<file path="src/dac_map.vh">
// Purpose: constants of the audio clock output block
// Assumes: 8-bit register port, 50 MHz core clock
// Notes: definitions only
`ifndef DAC_MAP_VH
`define DAC_MAP_VH

// ****************************************
// register offsets
// ****************************************
`define DAC_JIT_ADDR 8'h2B
`define DAC_MCK_ADDR 8'h3A

// ****************************************
// jitter control fields
// ****************************************
`define DAC_JIT_EN_BIT 0
`define DAC_JIT_PKT_BIT 1
`define DAC_JIT_SEC_BIT 2
`define DAC_JIT_LOCK_BIT 3
`define DAC_JIT_DIR_LSB 4
`define DAC_JIT_RST 8'h01
`define DAC_JIT_WMASK 8'hF7

// ****************************************
// master clock rate fields
// ****************************************
`define DAC_MCK_OVR_BIT 7
`define DAC_MCK_CODE_MSB 6
`define DAC_MCK_CODE_LSB 4
`define DAC_MCK_RST 8'h00
`define DAC_MCK_WMASK 8'hF0
`define DAC_MCK_CODE_X4_TOP 3'h6
`define DAC_MULT_DEF 2'h1

// ****************************************
// bit clock bands, period in core cycles
// ****************************************
`define DAC_CLK_MHZ 50
`define DAC_BAND0_MHZ 2
`define DAC_BAND1_MHZ 4
`define DAC_BAND2_MHZ 7
// core MHz over band MHz, sized to the period counter
`define DAC_BAND0_MIN 8'h19
`define DAC_BAND1_MIN 8'h0C
`define DAC_BAND2_MIN 8'h07
`define DAC_LOCK_CNT 3'h4
`define DAC_STRAP_WAIT 2'h2
`define DAC_STRAP_DONE 2'h3
`define DAC_PER_MAX 8'hFF

`endif

</file>
<file path="src/dac_audio_out.v">
// Purpose: audio clock cleaner, master clock and serial audio output
// Assumes: recovered audio arrives from the link logic as pins; mclk_i 50 MHz
// Notes: the cleaner is a digital period tracker, not an analog loop
`timescale 1ns/1ps
`include "dac_map.vh"

// How it works
// - cleaner regenerates bit clock from averaged period
// - secondary data retimed to same bit clock
// - master clock is x1, x2 or x4
// - cleaner off forces master clock low
// - after reset master clock runs x2
// - rate code minus bit clock band gives multiplier
// - low red/green bits become four GPIOs
// - secondary on means 18-bit colour mode
// - audio from video frame or blanking packets
module dac_audio_out (
    input wire mclk_i,
    input wire rst_n_i,
    input wire [7:0] reg_addr_i,
    input wire [7:0] reg_wdata_i,
    input wire reg_wr_i,
    input wire reg_rd_i,
    output reg [7:0] reg_rdata_o,
    input wire strap_sec_i,
    input wire frm_bclk_i,
    input wire frm_wclk_i,
    input wire frm_data_i,
    input wire frm_data_b_i,
    input wire pkt_bclk_i,
    input wire pkt_wclk_i,
    input wire pkt_data_i,
    input wire pkt_data_b_i,
    output reg bclk_o,
    output reg wclk_o,
    output reg data_o,
    output reg secondary_audio_data_o,
    output reg mclk_out_o,
    output wire mode18_o,
    input wire [3:0] vid_lo_i,
    input wire [3:0] fwd_gpio_i,
    input wire [3:0] color_lo_in_i,
    output reg [3:0] color_lo_o,
    output reg [3:0] color_lo_oe_o,
    output reg [3:0] back_gpio_o
);
    // ****************************************
    // input synchronisers
    // ****************************************
    wire [7:0] aud_s;
    wire [3:0] gpio_s;
    wire strap_s;

    dac_sync #(.W(8)) u_aud_sync (
        .mclk_i(mclk_i),
        .rst_n_i(rst_n_i),
        .async_i({pkt_data_b_i, pkt_data_i, pkt_wclk_i, pkt_bclk_i,
                  frm_data_b_i, frm_data_i, frm_wclk_i, frm_bclk_i}),
        .sync_o(aud_s)
    );

    dac_sync #(.W(5)) u_pin_sync (
        .mclk_i(mclk_i),
        .rst_n_i(rst_n_i),
        .async_i({strap_sec_i, color_lo_in_i}),
        .sync_o({strap_s, gpio_s})
    );

    // ****************************************
    // registers
    // ****************************************
    reg [7:0] jit_r;
    reg [7:0] mck_r;
    reg strap_r;
    reg [1:0] strap_wait_r;
    reg locked_r;

    always @(posedge mclk_i) begin
        if (!rst_n_i) begin
            jit_r <= `DAC_JIT_RST;
            mck_r <= `DAC_MCK_RST;
        end else if (reg_wr_i) begin
            if (reg_addr_i == `DAC_JIT_ADDR)
                jit_r <= reg_wdata_i & `DAC_JIT_WMASK;
            if (reg_addr_i == `DAC_MCK_ADDR)
                mck_r <= reg_wdata_i & `DAC_MCK_WMASK;
        end
    end

    always @(posedge mclk_i) begin
        if (!rst_n_i) begin
            reg_rdata_o <= 8'h00;
        end else if (reg_rd_i) begin
            case (reg_addr_i)
                `DAC_JIT_ADDR: reg_rdata_o <= jit_r | {4'h0, locked_r, 3'h0};
                `DAC_MCK_ADDR: reg_rdata_o <= mck_r;
                default: reg_rdata_o <= 8'h00;
            endcase
        end
    end

    // strap caught once, after the synchroniser has refilled from reset
    always @(posedge mclk_i) begin
        if (!rst_n_i) begin
            strap_r <= 1'b0;
            strap_wait_r <= 2'h0;
        end else if (strap_wait_r != `DAC_STRAP_DONE) begin
            strap_wait_r <= strap_wait_r + 2'h1;
            if (strap_wait_r == `DAC_STRAP_WAIT)
                strap_r <= strap_s;
        end
    end

    wire clean_en = jit_r[`DAC_JIT_EN_BIT];
    assign mode18_o = strap_r | jit_r[`DAC_JIT_SEC_BIT];

    // ****************************************
    // source select and edge detect
    // ****************************************
    wire use_pkt = jit_r[`DAC_JIT_PKT_BIT];
    wire [3:0] src = use_pkt ? aud_s[7:4] : aud_s[3:0];
    reg bclk_d_r;
    wire rise = src[0] & ~bclk_d_r;
    wire fall = ~src[0] & bclk_d_r;

    // ****************************************
    // period tracker and regenerated bit clock
    // ****************************************
    reg [7:0] cnt_r;
    reg [7:0] avg_r;
    reg [7:0] ph_r;
    reg [2:0] good_r;
    reg [2:0] cap_r;
    wire [9:0] avg_sum = {2'b00, avg_r} + {1'b0, avg_r, 1'b0} + {2'b00, cnt_r};
    wire [7:0] half = {1'b0, avg_r[7:1]};
    wire ph_wrap = (ph_r >= avg_r - 8'h01);
    wire ph_off = (ph_r >= 8'h02) && (ph_r <= avg_r - 8'h02);

    always @(posedge mclk_i) begin
        if (!rst_n_i) begin
            bclk_d_r <= 1'b0;
            cnt_r <= 8'h00;
            avg_r <= 8'h00;
            ph_r <= 8'h00;
            good_r <= 3'h0;
            locked_r <= 1'b0;
            cap_r <= 3'h0;
        end else begin
            bclk_d_r <= src[0];
            if (rise) begin
                // count from one so a whole period is stored
                cnt_r <= 8'h01;
                cap_r <= src[3:1];
                if (good_r == `DAC_LOCK_CNT) begin
                    avg_r <= avg_sum[9:2];
                    locked_r <= 1'b1;
                end else begin
                    avg_r <= cnt_r;
                    good_r <= good_r + 3'h1;
                end
            end else if (cnt_r != `DAC_PER_MAX) begin
                cnt_r <= cnt_r + 8'h01;
            end else begin
                good_r <= 3'h0;
                locked_r <= 1'b0;
            end
            // phase pulled in on every rise until locked, then only when the error is large
            if (rise && (!locked_r || ph_off))
                ph_r <= 8'h00;
            else if (ph_wrap)
                ph_r <= 8'h00;
            else
                ph_r <= ph_r + 8'h01;
        end
    end

    wire clean_clk = locked_r && (ph_r < half);
    wire clean_fall = locked_r && (ph_r == half);

    // ****************************************
    // serial audio outputs
    // ****************************************
    always @(posedge mclk_i) begin
        if (!rst_n_i) begin
            bclk_o <= 1'b0;
            wclk_o <= 1'b0;
            data_o <= 1'b0;
            secondary_audio_data_o <= 1'b0;
        end else if (clean_en) begin
            bclk_o <= clean_clk;
            if (clean_fall) begin
                wclk_o <= cap_r[0];
                data_o <= cap_r[1];
            end
            // secondary line silenced at once when leaving 18-bit mode
            if (!mode18_o)
                secondary_audio_data_o <= 1'b0;
            else if (clean_fall)
                secondary_audio_data_o <= cap_r[2];
        end else begin
            bclk_o <= src[0];
            if (fall) begin
                wclk_o <= src[1];
                data_o <= src[2];
            end
            if (!mode18_o)
                secondary_audio_data_o <= 1'b0;
            else if (fall)
                secondary_audio_data_o <= src[3];
        end
    end

    // ****************************************
    // master clock multiplier
    // ****************************************
    reg [1:0] band;
    reg [1:0] mult;
    wire [2:0] code = mck_r[`DAC_MCK_CODE_MSB:`DAC_MCK_CODE_LSB];
    wire [2:0] diff = code - {1'b0, band};

    always @* begin
        if (avg_r >= `DAC_BAND0_MIN)
            band = 2'h0;
        else if (avg_r >= `DAC_BAND1_MIN)
            band = 2'h1;
        else if (avg_r >= `DAC_BAND2_MIN)
            band = 2'h2;
        else
            band = 2'h3;
        if (!mck_r[`DAC_MCK_OVR_BIT])
            mult = `DAC_MULT_DEF;
        else if (code < {1'b0, band})
            mult = 2'h0;
        else if (band == 2'h3 && code == `DAC_MCK_CODE_X4_TOP)
            mult = 2'h2;
        else if (diff >= 3'h2)
            mult = 2'h2;
        else
            mult = diff[1:0];
    end

    reg [7:0] mc_r;
    wire [7:0] mc_lim_raw = avg_r >> ({1'b0, mult} + 3'h1);
    wire [7:0] mc_lim = (mc_lim_raw == 8'h00) ? 8'h01 : mc_lim_raw;

    always @(posedge mclk_i) begin
        if (!rst_n_i) begin
            mc_r <= 8'h00;
            mclk_out_o <= 1'b0;
        end else if (!clean_en || !locked_r) begin
            mc_r <= 8'h00;
            mclk_out_o <= 1'b0;
        end else if (ph_r == 8'h00) begin
            mc_r <= 8'h01;
            mclk_out_o <= 1'b1;
        end else if (mc_r >= mc_lim) begin
            mc_r <= 8'h01;
            mclk_out_o <= ~mclk_out_o;
        end else begin
            mc_r <= mc_r + 8'h01;
        end
    end

    // ****************************************
    // low colour bits or GPIO
    // ****************************************
    wire [3:0] gpio_dir = jit_r[7:`DAC_JIT_DIR_LSB];

    always @(posedge mclk_i) begin
        if (!rst_n_i) begin
            color_lo_o <= 4'h0;
            color_lo_oe_o <= 4'h0;
            back_gpio_o <= 4'h0;
        end else if (mode18_o) begin
            color_lo_o <= fwd_gpio_i & ~gpio_dir;
            color_lo_oe_o <= ~gpio_dir;
            back_gpio_o <= gpio_s & gpio_dir;
        end else begin
            color_lo_o <= vid_lo_i;
            color_lo_oe_o <= 4'hF;
            back_gpio_o <= 4'h0;
        end
    end
endmodule

</file>
<file path="src/dac_sync.v">
// Purpose: two-stage synchroniser for pin inputs
// Assumes: inputs asynchronous to mclk_i
// Notes: only sync_o may be read by logic
`timescale 1ns/1ps
module dac_sync #(
    parameter W = 1
) (
    input wire mclk_i,
    input wire rst_n_i,
    input wire [W-1:0] async_i,
    output wire [W-1:0] sync_o
);
    reg [W-1:0] meta_r;
    reg [W-1:0] sync_r;

    always @(posedge mclk_i) begin
        if (!rst_n_i) begin
            meta_r <= {W{1'b0}};
            sync_r <= {W{1'b0}};
        end else begin
            meta_r <= async_i;
            sync_r <= meta_r;
        end
    end

    assign sync_o = sync_r;
endmodule

</file>
<file path="config.mk">
export PLATFORM = sky130hd
export DESIGN_NAME = dac_audio_out
export DESIGN_NICKNAME = d
export VERILOG_FILES = /design/src/dac_audio_out.v /design/src/dac_sync.v
export VERILOG_INCLUDE_DIRS = /design/src
export SDC_FILE = /design/constraint.sdc
export NUM_CORES = 1
export LEC_CHECK = 0
export ABC_AREA = 1
export BUFFER_PORTS_ARGS = -buffer_cell sky130_fd_sc_hd__buf_4
export CAP_MARGIN = 20
export CORE_MARGIN = 2
export CORE_UTILIZATION = 34
export CTS_CLUSTER_DIAMETER = 200
export CTS_CLUSTER_SIZE = 8
export DETAILED_ROUTE_END_ITERATION = 10
export SYNTH_ARGS = -nofsm -noshare
export SYNTH_HDL_FRONTEND = slang
export SYNTH_SLANG_ARGS = --single-unit
</file>
<file path="constraint.sdc">
create_clock -name mclk_i -period 4.45 [get_ports mclk_i]
set_input_delay 1.1125 -clock mclk_i [delete_from_list [all_inputs] [get_ports mclk_i]]
set_output_delay 1.1125 -clock mclk_i [all_outputs]
set_load 0.05 [all_outputs]
</file>
Yosys cells after proc, flatten, opt, wreduce, memory -nomap -nowiden
Cells that the tools add are included.
Widths: inputs -> output; s select.
{"block": "classes", "add_sub_neg": 11, "multipliers": 0, "div_mod_pow": 0, "magnitude_cmp": 10, "eq_ne": 15, "shift": 1, "mux": 37, "bitwise_logic": 11, "n_reduce_logical": 26}
{"operator": "$add 8x1->8 const B", "count": 3}
{"operator": "$mux 1", "count": 22}
{"operator": "$eq 8x6->1 const B", "count": 2}
{"operator": "$ge 8x8->1", "count": 2}
{"operator": "$logic_not 8->1", "count": 2}
{"operator": "$mux 8", "count": 2}
{"operator": "$pmux 8 s2", "count": 1}
{"operator": "$reduce_and 2->1", "count": 8}
{"operator": "$mux 2", "count": 6}
{"operator": "$mux 4", "count": 3}
{"operator": "$add 10x8->10", "count": 1}
{"operator": "$add 8x9->10", "count": 1}
{"operator": "$mux 3", "count": 3}
{"operator": "$and 4x4->4", "count": 2}
{"operator": "$eq 8x7->1", "count": 1}
{"operator": "$ge 8x2->1 const B", "count": 1}
{"operator": "$ge 8x3->1 const B", "count": 1}
{"operator": "$ge 8x4->1 const B", "count": 1}
{"operator": "$ge 8x5->1 const B", "count": 1}
{"operator": "$le 8x8->1", "count": 1}
{"operator": "$lt 8x7->1", "count": 1}
{"operator": "$ne 8x8->1 const B", "count": 1}
{"operator": "$or 8x4->8", "count": 1}
{"operator": "$shr 8x3->8", "count": 1}
{"operator": "25 further kinds", "count": 43}
{"block": "totals", "regBits": 105, "latchBits": 0, "ramBits": 0, "romBits": 0, "in_bits": 41, "out_inout_bits": 26, "elab_cells": 138, "mem_count": 0}

Longest topological paths before layout
Gate-level depths: netlist (run 1).
{"block": "logic_depth", "ltp_word": 17, "ltp_mapped": 29, "ltp_nobuf": 29}

Cells and area by module
From an unflattened synthesis (run 1), not the netlist that was laid out.
{"block": "hier_totals", "hier_cells": 743, "hier_area_um2": 5783.0}
{"module": "dac_audio_out", "n_inst": 1, "cells_per_inst": 662, "area_per_inst_um2": 5012.3, "seq_area_each_um2": 1581.5}
{"module": "dac_sync (u_aud_sync)", "n_inst": 1, "cells_per_inst": 50, "area_per_inst_um2": 484.2, "seq_area_each_um2": 320.3}
{"module": "dac_sync (u_pin_sync)", "n_inst": 1, "cells_per_inst": 31, "area_per_inst_um2": 286.5, "seq_area_each_um2": 200.2}

Least setup slack after synthesis (run 1)
No wires, ideal clock.
{"block": "synth_timing", "path_kind": "reg2reg", "from": "register avg_r[1]", "to": "register mc_r[2]", "setup_ns": 0.080, "arrival_ns": 3.593, "required_ns": 4.370, "slack_ns": 0.777, "path_stages_with_launch": 21, "n_path_buf": 0, "synth_period_minus_slack_ns": 3.673, "cell_sequence": "dfxtp_1 > inv_1 > ha_1 > a31oi_1 > a221oi_1 > ha_1 > fa_1 > inv_1 > nor2_1 > nand3_2 > nand3_1 > nand2_1 > nor2_1 > inv_1 > ha_1 > a21o_1 > a211oi_1 > nand3_1 > nor2_1 > nand2_1 > nor3b_1"}
{"block": "synth_via", "elab_chain_len": 16, "elab_cells_between_ends": 21, "cone_classes": "2 x add/sub; 6 x order compare; 1 x eq/ne; 1 x shift; 8 x mux; 3 x reduce/logical"}
{"item": "start: declaration", "line_no": "dac_audio_out.v:130", "source": "reg [7:0] avg_r;"}
{"item": "start signal: assignment", "line_no": "dac_audio_out.v:155", "source": "avg_r <= avg_sum[9:2];"}
{"item": "start signal: assignment", "line_no": "dac_audio_out.v:158", "source": "avg_r <= cnt_r;"}
{"item": "$ge 8x3->1 (no source line)"}
{"item": "$mux 1", "line_no": "dac_audio_out.v:226", "source": "else if (avg_r >= `DAC_BAND2_MIN)"}
{"item": "$mux 2", "line_no": "dac_audio_out.v:224", "source": "else if (avg_r >= `DAC_BAND1_MIN)"}
{"item": "$mux 2", "line_no": "dac_audio_out.v:222", "source": "if (avg_r >= `DAC_BAND0_MIN)"}
{"item": "$sub 3x2->3", "line_no": "dac_audio_out.v:219", "source": "wire [2:0] diff = code - {1'b0, band};"}
{"item": "$ge 3x2->1", "line_no": "dac_audio_out.v:236", "source": "else if (diff >= 3'h2)"}
{"item": "$mux 2", "line_no": "dac_audio_out.v:236"}
{"item": "$mux 2", "line_no": "dac_audio_out.v:234", "source": "else if (band == 2'h3 && code == `DAC_MCK_CODE_X4_TOP)"}
{"item": "$mux 2", "line_no": "dac_audio_out.v:232", "source": "else if (code < {1'b0, band})"}
{"item": "$mux 2", "line_no": "dac_audio_out.v:230", "source": "if (!mck_r[`DAC_MCK_OVR_BIT])"}
{"item": "$add 2x1->3", "line_no": "dac_audio_out.v:243", "source": "wire [7:0] mc_lim_raw = avg_r >> ({1'b0, mult} + 3'h1);"}
{"item": "$shr 8x3->8 (*)", "line_no": "dac_audio_out.v:243"}
{"item": "$logic_not 8->1", "line_no": "dac_audio_out.v:244", "source": "wire [7:0] mc_lim = (mc_lim_raw == 8'h00) ? 8'h01 : mc_lim_raw;"}
{"item": "$mux 8 (*)", "line_no": "dac_audio_out.v:244"}
{"item": "$ge 8x8->1 (*)", "line_no": "dac_audio_out.v:256", "source": "end else if (mc_r >= mc_lim) begin"}
{"item": "$reduce_or 4->1 (no source line) (*)"}
{"item": "end signal: assignment", "line_no": "dac_audio_out.v:260", "source": "mc_r <= mc_r + 8'h01;"}
{"item": "end: declaration", "line_no": "dac_audio_out.v:242", "source": "reg [7:0] mc_r;"}
Every way passes the cells marked *; elsewhere a longest branch is shown, timed or not.
A chain may end at the register's enable or synchronous reset.

Worst setup path in the final report (run 1)
{"block": "layout_timing", "from": "register avg_r[0]", "to": "register mc_r[3]"}
The elaborated chain is that of the path after synthesis.

==> results of run 1 <==
[worst min-delay path, cell delays in order, from the launching register on]
cell and delay (ns):
dfxtp_1 0.31, nand2_1 0.04, inv_1 0.04
[sequential cells by signal, indices dropped and copies added, names as in the netlist, 5 cells and up]
name	count
avg_r	8
cnt_r	8
jit_r	7
mc_r	8
ph_r	8
reg_rdata_o	8
u_aud_sync.meta_r	8
u_aud_sync.sync_o	8
u_pin_sync.meta_r	5
u_pin_sync.sync_o	5
[Yosys cell counts (8+ instances only)]
master | count | area [um2]
a211oi_1 | 10 | 75.1
clkbuf_1 | 10 | 37.5
inv_2 | 8 | 30.0
inv_1 | 107 | 402
ha_1 | 54 | 676
xnor2_1 | 9 | 78.8
a21oi_1 | 46 | 230
nor2_1 | 67 | 251
xor2_1 | 17 | 149
nand3_1 | 45 | 225
dfxtp_1 | 105 | 2100
fa_1 | 9 | 180
nand2_1 | 159 | 597
o21ai_0 | 34 | 170
[final timing paths]
path	endpoint	cells past startpoint	slack (ns)	from
setup reg to reg	mc_r[3]	20	0.47	avg_r[0]
hold reg to reg	u_aud_sync.sync_o[3]	2	0.41	u_aud_sync.meta_r[3]
setup / recovery	mc_r[3]	20	0.47	avg_r[0]
hold / removal	u_aud_sync.sync_o[3]	2	0.41	u_aud_sync.meta_r[3]
[stage by stage]
stage           util  setup WS, ns  instance area (um2)  std cells  power, uW
2_1_floorplan      -         0.777                 5800        756       1160
3_3_place_gp   0.393         0.319                 6550       1033       1240
3_5_place_dp   0.393         0.306                 6550       1033       1240
4_1_cts        0.413         0.280                 6870       1049       2080
5_1_grt        0.413       0.00404                 6870       1049       2140
6_report       0.413         0.475                 6870       1049       2050
[routing by layer]
| metal | up-vias | GRT usage |
|---|---|---|
| met4 | 0 | 0.0386 |
| met3 | 9 | 0.0289 |
| met1 | 2163 | 0.198 |
| met5 | - | 0 |
| li1 | 2585 | - |
| met2 | 75 | 0.248 |
[final cells by class]
type,count,area (um2),share of cell area
Clock buffer,9,225,0.0328
Clock inverter,7,96.3,0.0140
Inverter,116,438,0.0637
Multi-Input combinational cell,517,3170,0.462
Sequential cell,105,2100,0.306
Tap cell,220,275,0.0400
Timing Repair Buffer,75,563,0.0819
[cells in the final DEF (no fill, tap or decap), drive strengths merged, types with 2 or more instances in the layout]
| cell type | n |
|---|---|
| clkbuf | 9 |
| ha | 54 |
| nand2 | 161 |
| clkinv | 2 |
| o21ai | 37 |
| nand4 | 6 |
| inv | 121 |
| xor2 | 17 |
| or2 | 6 |
| buf | 75 |
| nor3 | 5 |
| nor2 | 72 |
| a31oi | 7 |
| o211ai | 4 |
| a211oi | 10 |
| nand3 | 47 |
| dfxtp | 105 |
| fa | 9 |
| o21a | 4 |
| nor4 | 2 |
| o221ai | 3 |
| a21oi | 47 |
| nand3b | 2 |
| xnor2 | 9 |
| nor3b | 3 |
| a21o | 2 |
| o22ai | 3 |
[power by group through the flow]
stage | registers, uW | clock network (uW) | logic, uW
2_1_floorplan | 1050 | 0 | 106
3_3_place_gp | 1020 | 0 | 219
3_5_place_dp | 1020 | 0 | 221
4_1_cts | 996 | 859 | 222
5_1_grt | 1000 | 897 | 245
6_report | 996 | 836 | 220
[kinds of logic after synthesis]
group / Yosys count
flops: 105
fa+ha+maj: 63
buf+inv: 134
simple gates: 305
xor+xnor: 26
compound gates: 123
==> metrics.txt, run 1 <==
Nets=928; initial antenna violation count=0; unrepaired setup endpoints after global routing=false; CP cell instances=inv_1 > ha_1 > a31oi_1 > a221oi_2 > ha_1 > fa_1 > inv_1 > nor2_1 > nand3_2 > nand3_1 > nand2_1 > nor2_1 > inv_1 > ha_1 > a21o_1 > a211oi_1 > nand3_1 > nor2_1 > nand2_1 > nor3b_1; highest routed layer=met4; DP HPWL=9.82 mm; Int Pwr=1470 uW; Clk Latency, worst-skew pair=0.36 ns; clock root cell=clkbuf_16; Post-CTS Hold Buffers=0; clock slew at reported path FFs=0.09 ns; Synth Warn #=0; Net Switching=581 uW; Detail Route Antenna Nets=0; switching fraction of total power=0.283; Slowest cell on crit path=fa_1; routed length on met3=516 um; fraction of layout cells with a size suffix above 1=0.148; Vias=4,832; CP max stage delay=0.48 ns; clk_skew=0.0176 ns; initial drt markers=161; Final Hold Violating Endpoints=0; Synth Area in Adders=0.148; Placer Congestion=0.822; run status=finished, final reports clean; CP Capture Type=register; Routed WL per cell=12.3 um; DRC=0; Worst VDD drop=220 uV; H-tree lvl count=3; Buf/Inv on CP=3; top_reg_cell synth=dfxtp_1; maximum clock rate=252 MHz; DRT Wirelength=12.9 mm; Post-synth EDFFs=0; DR vias/cell=4.61; # Post-CTS Setup Buffers=0; max cap viols=0; Die X=135 um; Worst Setup Path Type=reg2reg; setup TNS=0 ns; largest net degree at the start of global routing=53; worst hold path class=reg2reg; Comb pwr share=0.107; PortBufs=65; Syn Area/Cell=7.67 um2; Distinct cells, synth=49; CTS tree=built; Mapped Nets=860; first-pass GRT wire length=21.9 mm; Fill cells=1,734; met2 wire len=6.05 mm; crit path launch type=register; power per cell area=298 nW/um2; asr flop ratio synth=0; grt total ovfl=0; Simple-Gate Fraction of Synth Area=0.234; DRT met1 WL=6.26 mm; cells after synthesis=756; Post-Syn Area=5800 um2; core area=16,600 um2; sequential area share after synthesis=0.363; crit path DAT=4.25 ns; Clock Power Share=0.408; post-synthesis register bit count=105; Final Setup Violations=0; # rows=47; initial core utilization=0.348; die height=135 um; sequential power share=0.485; vias in the first global route=4,506; clock sinks=105; Pre-antenna DRT Iters=4; leak pwr=0.00339 uW; Die Footprint=18,100 um2; post-synthesis xor/xnor area fraction=0.0393; area growth from synthesis to layout=18.6%; Num CTS Buffers=9; mux cell area share after synthesis=0; cell family with most CP delay=simple AND/OR/NAND/NOR gates; post-synthesis compound-gate area fraction=0.126; Worst-Margin Slew=0.656 ns; largest family of logic cells by synthesized area=simple AND/OR/NAND/NOR gates; hold_ws=0.414 ns; final cycle utilization of the critical path=0.893; Max-slew headroom=0.559; final slew viol count=0; Ports=67; ANT cells=0; clk buf depth=2; crit-path max FO=7; min Tclk post-route=3.98 ns; Total Routing Usage GR=0.149; Critical Path RT=4.73 ns; post-CTS sizing=0
Power figures use the tool's default switching activity.
==> run 2, diff against run 1 <==
==> constraint.sdc (replaced) <==
create_clock -name mclk_i -period 3.5 [get_ports mclk_i]
set_input_delay 0.875 -clock mclk_i [delete_from_list [all_inputs] [get_ports mclk_i]]
set_output_delay 0.875 -clock mclk_i [all_outputs]
set_load 0.05 [all_outputs]
==> metrics.txt, run 2 (same netlist as run 1, synthesis figures left out) <==
unrepaired setup endpoints after global routing=true; Placed Area=6710 um2 (+2.5%); Worst VDD drop=291 uV (+32%); DR vias/cell=4.59 (-0.46%); met2 wire len=6.00 mm (-0.89%); final cycle utilization of the critical path=0.989 (+0.0961); Final Hold Violating Endpoints=0 (unchanged); dpl ws=-0.273 ns (-0.580 ns); Ports=67 (unchanged); Pre-antenna DRT Iters=4 (unchanged); Fill cells=1,689 (-2.6%); worst r2r path cells=22 (+10%); commonest non-fill, non-tap cell in the layout=nand2_1; Final Setup Violations=0 (unchanged); Total Routing Usage GR=0.154 (+0.00497); initial antenna violation count=0 (unchanged); area growth from synthesis to layout=25.9%; DRT Wirelength=13.0 mm (+0.42%); Placer Congestion=0.817 (-0.62%); power per cell area=352 nW/um2 (+18%); grt total ovfl=0 (unchanged); clock sinks=105 (unchanged); register area=2110 um2 (+0.30%); CP max stage delay=0.44 ns (-0.04 ns); Design Area, Final=7300 um2 (+6.2%); crit path launch type=register; Worst-Margin Slew=0.717 ns (+0.0606 ns); most frequent cells in the layout=nand2_1 (146), dfxtp_1 (103), inv_1 (101); Vias=4,906 (+1.5%); clk buf depth=2 (unchanged); Num CTS Buffers=9 (unchanged); DP HPWL=9.99 mm (+1.7%); crit-path max FO=7 (unchanged); CP Capture Type=register; ANT cells=0 (unchanged); Crit path depth=22 (+10%); die height=135 um (unchanged); crit path from=avg_r[1]; Detail Route Antenna Nets=0 (unchanged); multi-input logic area=3440 um2 (+8.4%); Routed WL per cell=12.2 um (-1.6%); cell family with most CP delay=adder cells; PortBufs=65 (unchanged); Overall Power=2570 uW (+25%); hold endpoint=u_aud_sync.sync_o[6]; DRC=0 (unchanged); worst hold path class=reg2reg; largest net degree at the start of global routing=53 (unchanged); max cap viols=0 (unchanged); Worst Hold Depth=2 (unchanged); Slowest cell on crit path=fa_2; run status=finished, final reports clean; # rows=47 (unchanged); core area=16,600 um2 (unchanged); H-tree lvl count=3 (unchanged); clk_skew=0.0134 ns (-0.00420 ns); DRT met1 WL=6.37 mm (+1.8%); initial drt markers=183 (+14%); Post-CTS Hold Buffers=0 (unchanged); hold path start=u_aud_sync.meta_r[6]; initial core utilization=0.348 (unchanged); routed length on met3=343 um (-34%); Critical Path RT=3.78 ns (-0.95 ns); leak pwr=0.00352 uW (+3.9%); first-pass GRT wire length=22.6 mm (+3.2%); clock slew at reported path FFs=0.07 ns (-0.02 ns); vias in the first global route=4,786 (+6.2%); setup ws final=0.0370 ns (-0.438 ns); maximum clock rate=289 MHz (+15%); R2R setup slack=0.04 ns (-0.44 ns); Worst Setup Path Type=reg2reg; min Tclk post-route=3.46 ns (-0.512 ns); Die X=135 um (unchanged); CTS tree=built; Nets=949 (+2.3%); final slew viol count=0 (unchanged); Max-slew headroom=0.521 (-0.0374); clock root cell=clkbuf_16; FF-to-FF End=mc_r[3]; CP cell instances=inv_4 > ha_4 > inv_2 > a31oi_4 > a221oi_2 > ha_2 > fa_2 > inv_2 > nor2_4 > nand3_4 > nand2_8 > nand2_2 > nand2_2 > nor2_4 > inv_2 > ha_4 > a21o_1 > a211oi_2 > nand3_2 > nor2_4 > nand2_4 > nor3b_2; Clk Latency, worst-skew pair=0.36 ns (about the same); fraction of layout cells with a size suffix above 1=0.226 (+0.0775); RR Startpoint=avg_r[1]; Buf/Inv on CP=4 (+1); highest routed layer=met4; crit path DAT=3.74 ns (-0.51 ns); Die Footprint=18,100 um2 (unchanged)
-- run 2: stage by stage --
| step | TNS, ns | util | std cells | hold WS, ns |
|---|---|---|---|---|
| global placement | -1.16 | 0.403 | 1053 | 0.394 |
| detailed placement | -1.57 | 0.403 | 1053 | 0.397 |
| global route | -1.62 | 0.438 | 1070 | 0.426 |
| floorplan | 0 | - | 756 | 0.390 |
| CTS | -0.131 | 0.432 | 1070 | 0.415 |
| finish | 0 | 0.438 | 1070 | 0.413 |
-- run 2: report_power, final --
| part | switching (uW) | internal [uW] | leakage (uW) | total (uW) |
|---|---|---|---|---|
| clock network | 501 | 509 | 0.000146 | 1010 |
| logic | 179 | 112 | 0.00252 | 291 |
| registers | 27.2 | 1240 | 0.000859 | 1260 |
| total | 708 | 1860 | 0.00352 | 2570 |
-- run 2: layer usage --
layer / vias up / track usage
met1: 2210 / 0.200
met3: 18 / 0.0319
met5: - / 0
met2: 56 / 0.252
met4: 0 / 0.0591
li1: 2622 / -
-- run 2: repair_timing --
action	4_1_cts	5_1_grt
setup buffers	1	0
pin swaps	19	20
endpoints found under the setup margin	9	9
resized for setup	40	24
-- run 2: worst max path at each step --
stage | slack (ns) | endpoint
after detailed placement | -0.27 | mc_r[3]
after global routing | -0.24 | mc_r[3]
after CTS | -0.07 | mc_r[3]
after global placement | -0.21 | mc_r[2]
final | 0.04 | mc_r[3]
after floorplan | 0.02 | mc_r[2]
-- run 2: cell type report --
cell class	instances	share of cell area
timing repair buffer	96	0.0998
tap	220	0.0377
clock inverter	7	0.0110
sequential	105	0.289
clock buffer	9	0.0309
multi-input combinational	517	0.471
inverter	116	0.0604
-- run 2: worst register-to-register path, stage by stage, from the launching register on --
cell and delay [ns]:
dfxtp_4 0.38, inv_4 0.05, ha_4 0.15, inv_2 0.05
a31oi_4 0.08, a221oi_2 0.26, ha_2 0.24, fa_2 0.44
inv_2 0.08, nor2_4 0.05, nand3_4 0.10, nand2_8 0.09
nand2_2 0.09, nand2_2 0.07, nor2_4 0.12, inv_2 0.05
ha_4 0.21, a21o_1 0.16, a211oi_2 0.20, nand3_2 0.13
nor2_4 0.13, nand2_4 0.09, nor3b_2 0.18
==> run 3, diff against run 2 <==
--- a/config.mk
+++ b/config.mk
@@ -6,7 +6,6 @@
 export SDC_FILE = /design/constraint.sdc
 export NUM_CORES = 1
 export LEC_CHECK = 0
-export ABC_AREA = 1
 export BUFFER_PORTS_ARGS = -buffer_cell sky130_fd_sc_hd__buf_4
 export CAP_MARGIN = 20
 export CORE_MARGIN = 2
==> metrics.txt, run 3 <==
setup ws final=-0.530 ns (-0.567 ns); Clk Latency, worst-skew pair=0.36 ns (about the same); Syn Area/Cell=8.95 um2 (+17%); Worst Setup Path Type=reg2reg; CP Capture Type=register; vias in the first global route=4,884 (+2.0%); Synth Area in Adders=0.149 (+0.00158); routed length on met3=449 um (+31%); Post-Syn Area=5740 um2 (-1.1%); most frequent cells in the layout=buf_4 (103), dfxtp_1 (100), nand2_1 (59); area growth from synthesis to layout=25.8% (about the same); Pre-antenna DRT Iters=7 (+3); DRC=0 (unchanged); crit path DAT=4.32 ns (+0.58 ns); clock sinks=105 (unchanged); Max-slew headroom=0.506 (-0.0154); Detail Route Antenna Nets=0 (unchanged); crit-path max FO=7 (unchanged); initial core utilization=0.347 (-0.00123); initial antenna violation count=0 (unchanged); # rows=47 (unchanged); initial drt markers=261 (+43%); crit path launch type=register; CP max stage delay=0.48 ns (+0.04 ns); run status=finished with violations; unrepaired setup endpoints after global routing=true; Simple-Gate Fraction of Synth Area=0.230 (-0.00405); Critical Path RT=3.79 ns (about the same); largest cells by area after synthesis=dfxtp_1 (37%), ha_1 (12%), nand2_1 (4.0%), nand3_1 (3.8%), and2_1 (3.5%); met2 wire len=6.82 mm (+14%); asr flop ratio synth=0 (unchanged); Distinct cells, synth=60 (+22%); Worst VDD drop=252 uV (-14%); clk buf depth=2 (unchanged); DRT met1 WL=6.16 mm (-3.4%); dpl ws=-0.675 ns (-0.402 ns); post-synthesis compound-gate area fraction=0.153 (+0.0273); Overall Power=2820 uW (+9.8%); Worst-Margin Slew=0.738 ns (+0.0214 ns); clock root cell=clkbuf_16; commonest non-fill, non-tap cell in the layout=buf_4; top-count cell post-synth=dfxtp_1; DR vias/cell=5.02 (+9.5%); first-pass GRT wire length=22.8 mm (+0.92%); final cycle utilization of the critical path=1.15 (+0.162); H-tree lvl count=3 (unchanged); Placer Congestion=0.866 (+6.0%); Synth top cells by count=dfxtp_1 (105), nand2_1 (61), ha_1 (54); Ports=67 (unchanged); Mapped Nets=745 (-13%); hold_ws=0.437 ns (+0.0235 ns); Total Routing Usage GR=0.156 (+0.00180); Post-synth EDFFs=0 (unchanged); Die X=134 um (-0.52%); PortBufs=65 (unchanged); max cap viols=0 (unchanged); CTS tree=built; clock slew at reported path FFs=0.08 ns (about the same); largest net degree at the start of global routing=52 (-1.9%); setup TNS=-4.22 ns (-4.22 ns); Vias=4,798 (-2.2%); post-synthesis register bit count=105 (unchanged); Final Setup Violations=9 (+9); largest family of logic cells by synthesized area=simple AND/OR/NAND/NOR gates; top_reg_cell synth=dfxtp_1; post-synthesis xor/xnor area fraction=0.0489 (+0.00958); Die Footprint=17,900 um2 (-1.0%); Nets=835 (-12%); Num CTS Buffers=9 (unchanged); Synth top area share=0.366 (+0.00388); Post-CTS Hold Buffers=0 (unchanged); Routed WL per cell=14.3 um (+17%); fraction of layout cells with a size suffix above 1=0.212 (-0.0139); cell taking the most area after synthesis=dfxtp_1; failing checks=setup timing; min Tclk post-route=4.03 ns (+0.567 ns); grt total ovfl=0 (unchanged); mux cell area share after synthesis=0.0177 (+0.0177); worst hold path class=reg2reg; ANT cells=0 (unchanged); final slew viol count=0 (unchanged); CP cell instances=inv_4 > ha_4 > nand3b_1 > a311oi_2 > ha_2 > fa_2 > a221oi_4 > buf_4 > buf_4 > a221o_1 > a21oi_1 > a31oi_1 > ha_1 > nand2b_4 > a21oi_2 > o21a_1 > o211ai_1 > or3b_4 > nor2_2; die height=134 um (-0.52%); sequential area share after synthesis=0.366 (+0.00388); maximum clock rate=248 MHz (-14%); cell family with most CP delay=compound AO/OA/AOI/OAI gates; power per cell area=390 nW/um2 (+11%); Final Hold Violating Endpoints=0 (unchanged); Slowest cell on crit path=fa_2; Buf/Inv on CP=3 (-1); DRT Wirelength=13.6 mm (+5.0%); leak pwr=0.00307 uW (-13%); most used cell, CP=buf_4; highest routed layer=met4; cells after synthesis=641 (-15%); core area=16,500 um2 (-0.71%); DP HPWL=10.2 mm (+1.7%); Synth Warn #=0 (unchanged); clk_skew=0.00879 ns (-0.00456 ns)
## run 3: cell count changes after synthesis, sizes merged, moves of 16 or more
cell    before  now
a21boi       0   26
a21oi       47   31
and2         1   32
inv        116   25
nand2      161   61
nor2        72   41
nor3         5   22
o21ai       37   13
## run 3: per-stage QoR
step,instance area [um2],utilization,cells
CTS,7170,0.434,954
detailed placement,6710,0.406,931
floorplan,5860,-,641
global route,7220,0.437,956
global placement,6710,0.406,931
finish,7220,0.437,956
## run 3: worst paths after layout
| check | start | end | slack, ns | depth (start not counted) |
|---|---|---|---|---|
| max | avg_r[1] | mc_r[4] | -0.53 | 19 |
| min | u_pin_sync.meta_r[1] | u_pin_sync.sync_o[1] | 0.44 | 1 |
| max reg2reg | avg_r[1] | mc_r[4] | -0.53 | 19 |
| min reg2reg | u_pin_sync.meta_r[1] | u_pin_sync.sync_o[1] | 0.44 | 1 |
## run 3: metal layers
metal	global-route usage	vias to the layer above
met5	0	-
met4	0.0561	0
met3	0.0272	18
met2	0.273	94
met1	0.192	2257
li1	-	2429
## run 3: cell type report
type	count	area [um2]
repair buffers	104	785
clock buffers	9	225
inverters	26	103
multi-input cells	485	3600
clock inverters	7	115
flip-flops and latches	105	2110
fillers	1612	9310
well taps	220	275
## run 3: report_power, final
group / internal [uW] / switching (uW)
combinational: 210 / 228
sequential: 1230 / 28.3
clock: 591 / 526
## run 3: worst reg2reg max path: stages, from the launching register on
cell,delay (ns)
dfxtp_4,0.37
inv_4,0.05
ha_4,0.14
nand3b_1,0.17
a311oi_2,0.27
ha_2,0.23
fa_2,0.48
a221oi_4,0.32
buf_4,0.18
buf_4,0.10
a221o_1,0.14
a21oi_1,0.04
a31oi_1,0.15
ha_1,0.25
nand2b_4,0.14
a21oi_2,0.11
o21a_1,0.14
o211ai_1,0.12
or3b_4,0.44
nor2_2,0.14
## run 3: logic make-up after synthesis
group / after synthesis
AND/OR/NAND/NOR: 255
AO/OA/AOI/OAI: 125
flip-flops: 105
adder cells (fa/ha/maj): 63
buffers and inverters: 51
XOR/XNOR: 32
multiplexers: 10
## run 3: what timing repair did
item	CTS	global route
endpoints found under the setup margin	9	17
setup buffers	8	2
hold endpoints to repair	0	0
pin swaps	20	8
gates resized for setup	13	4
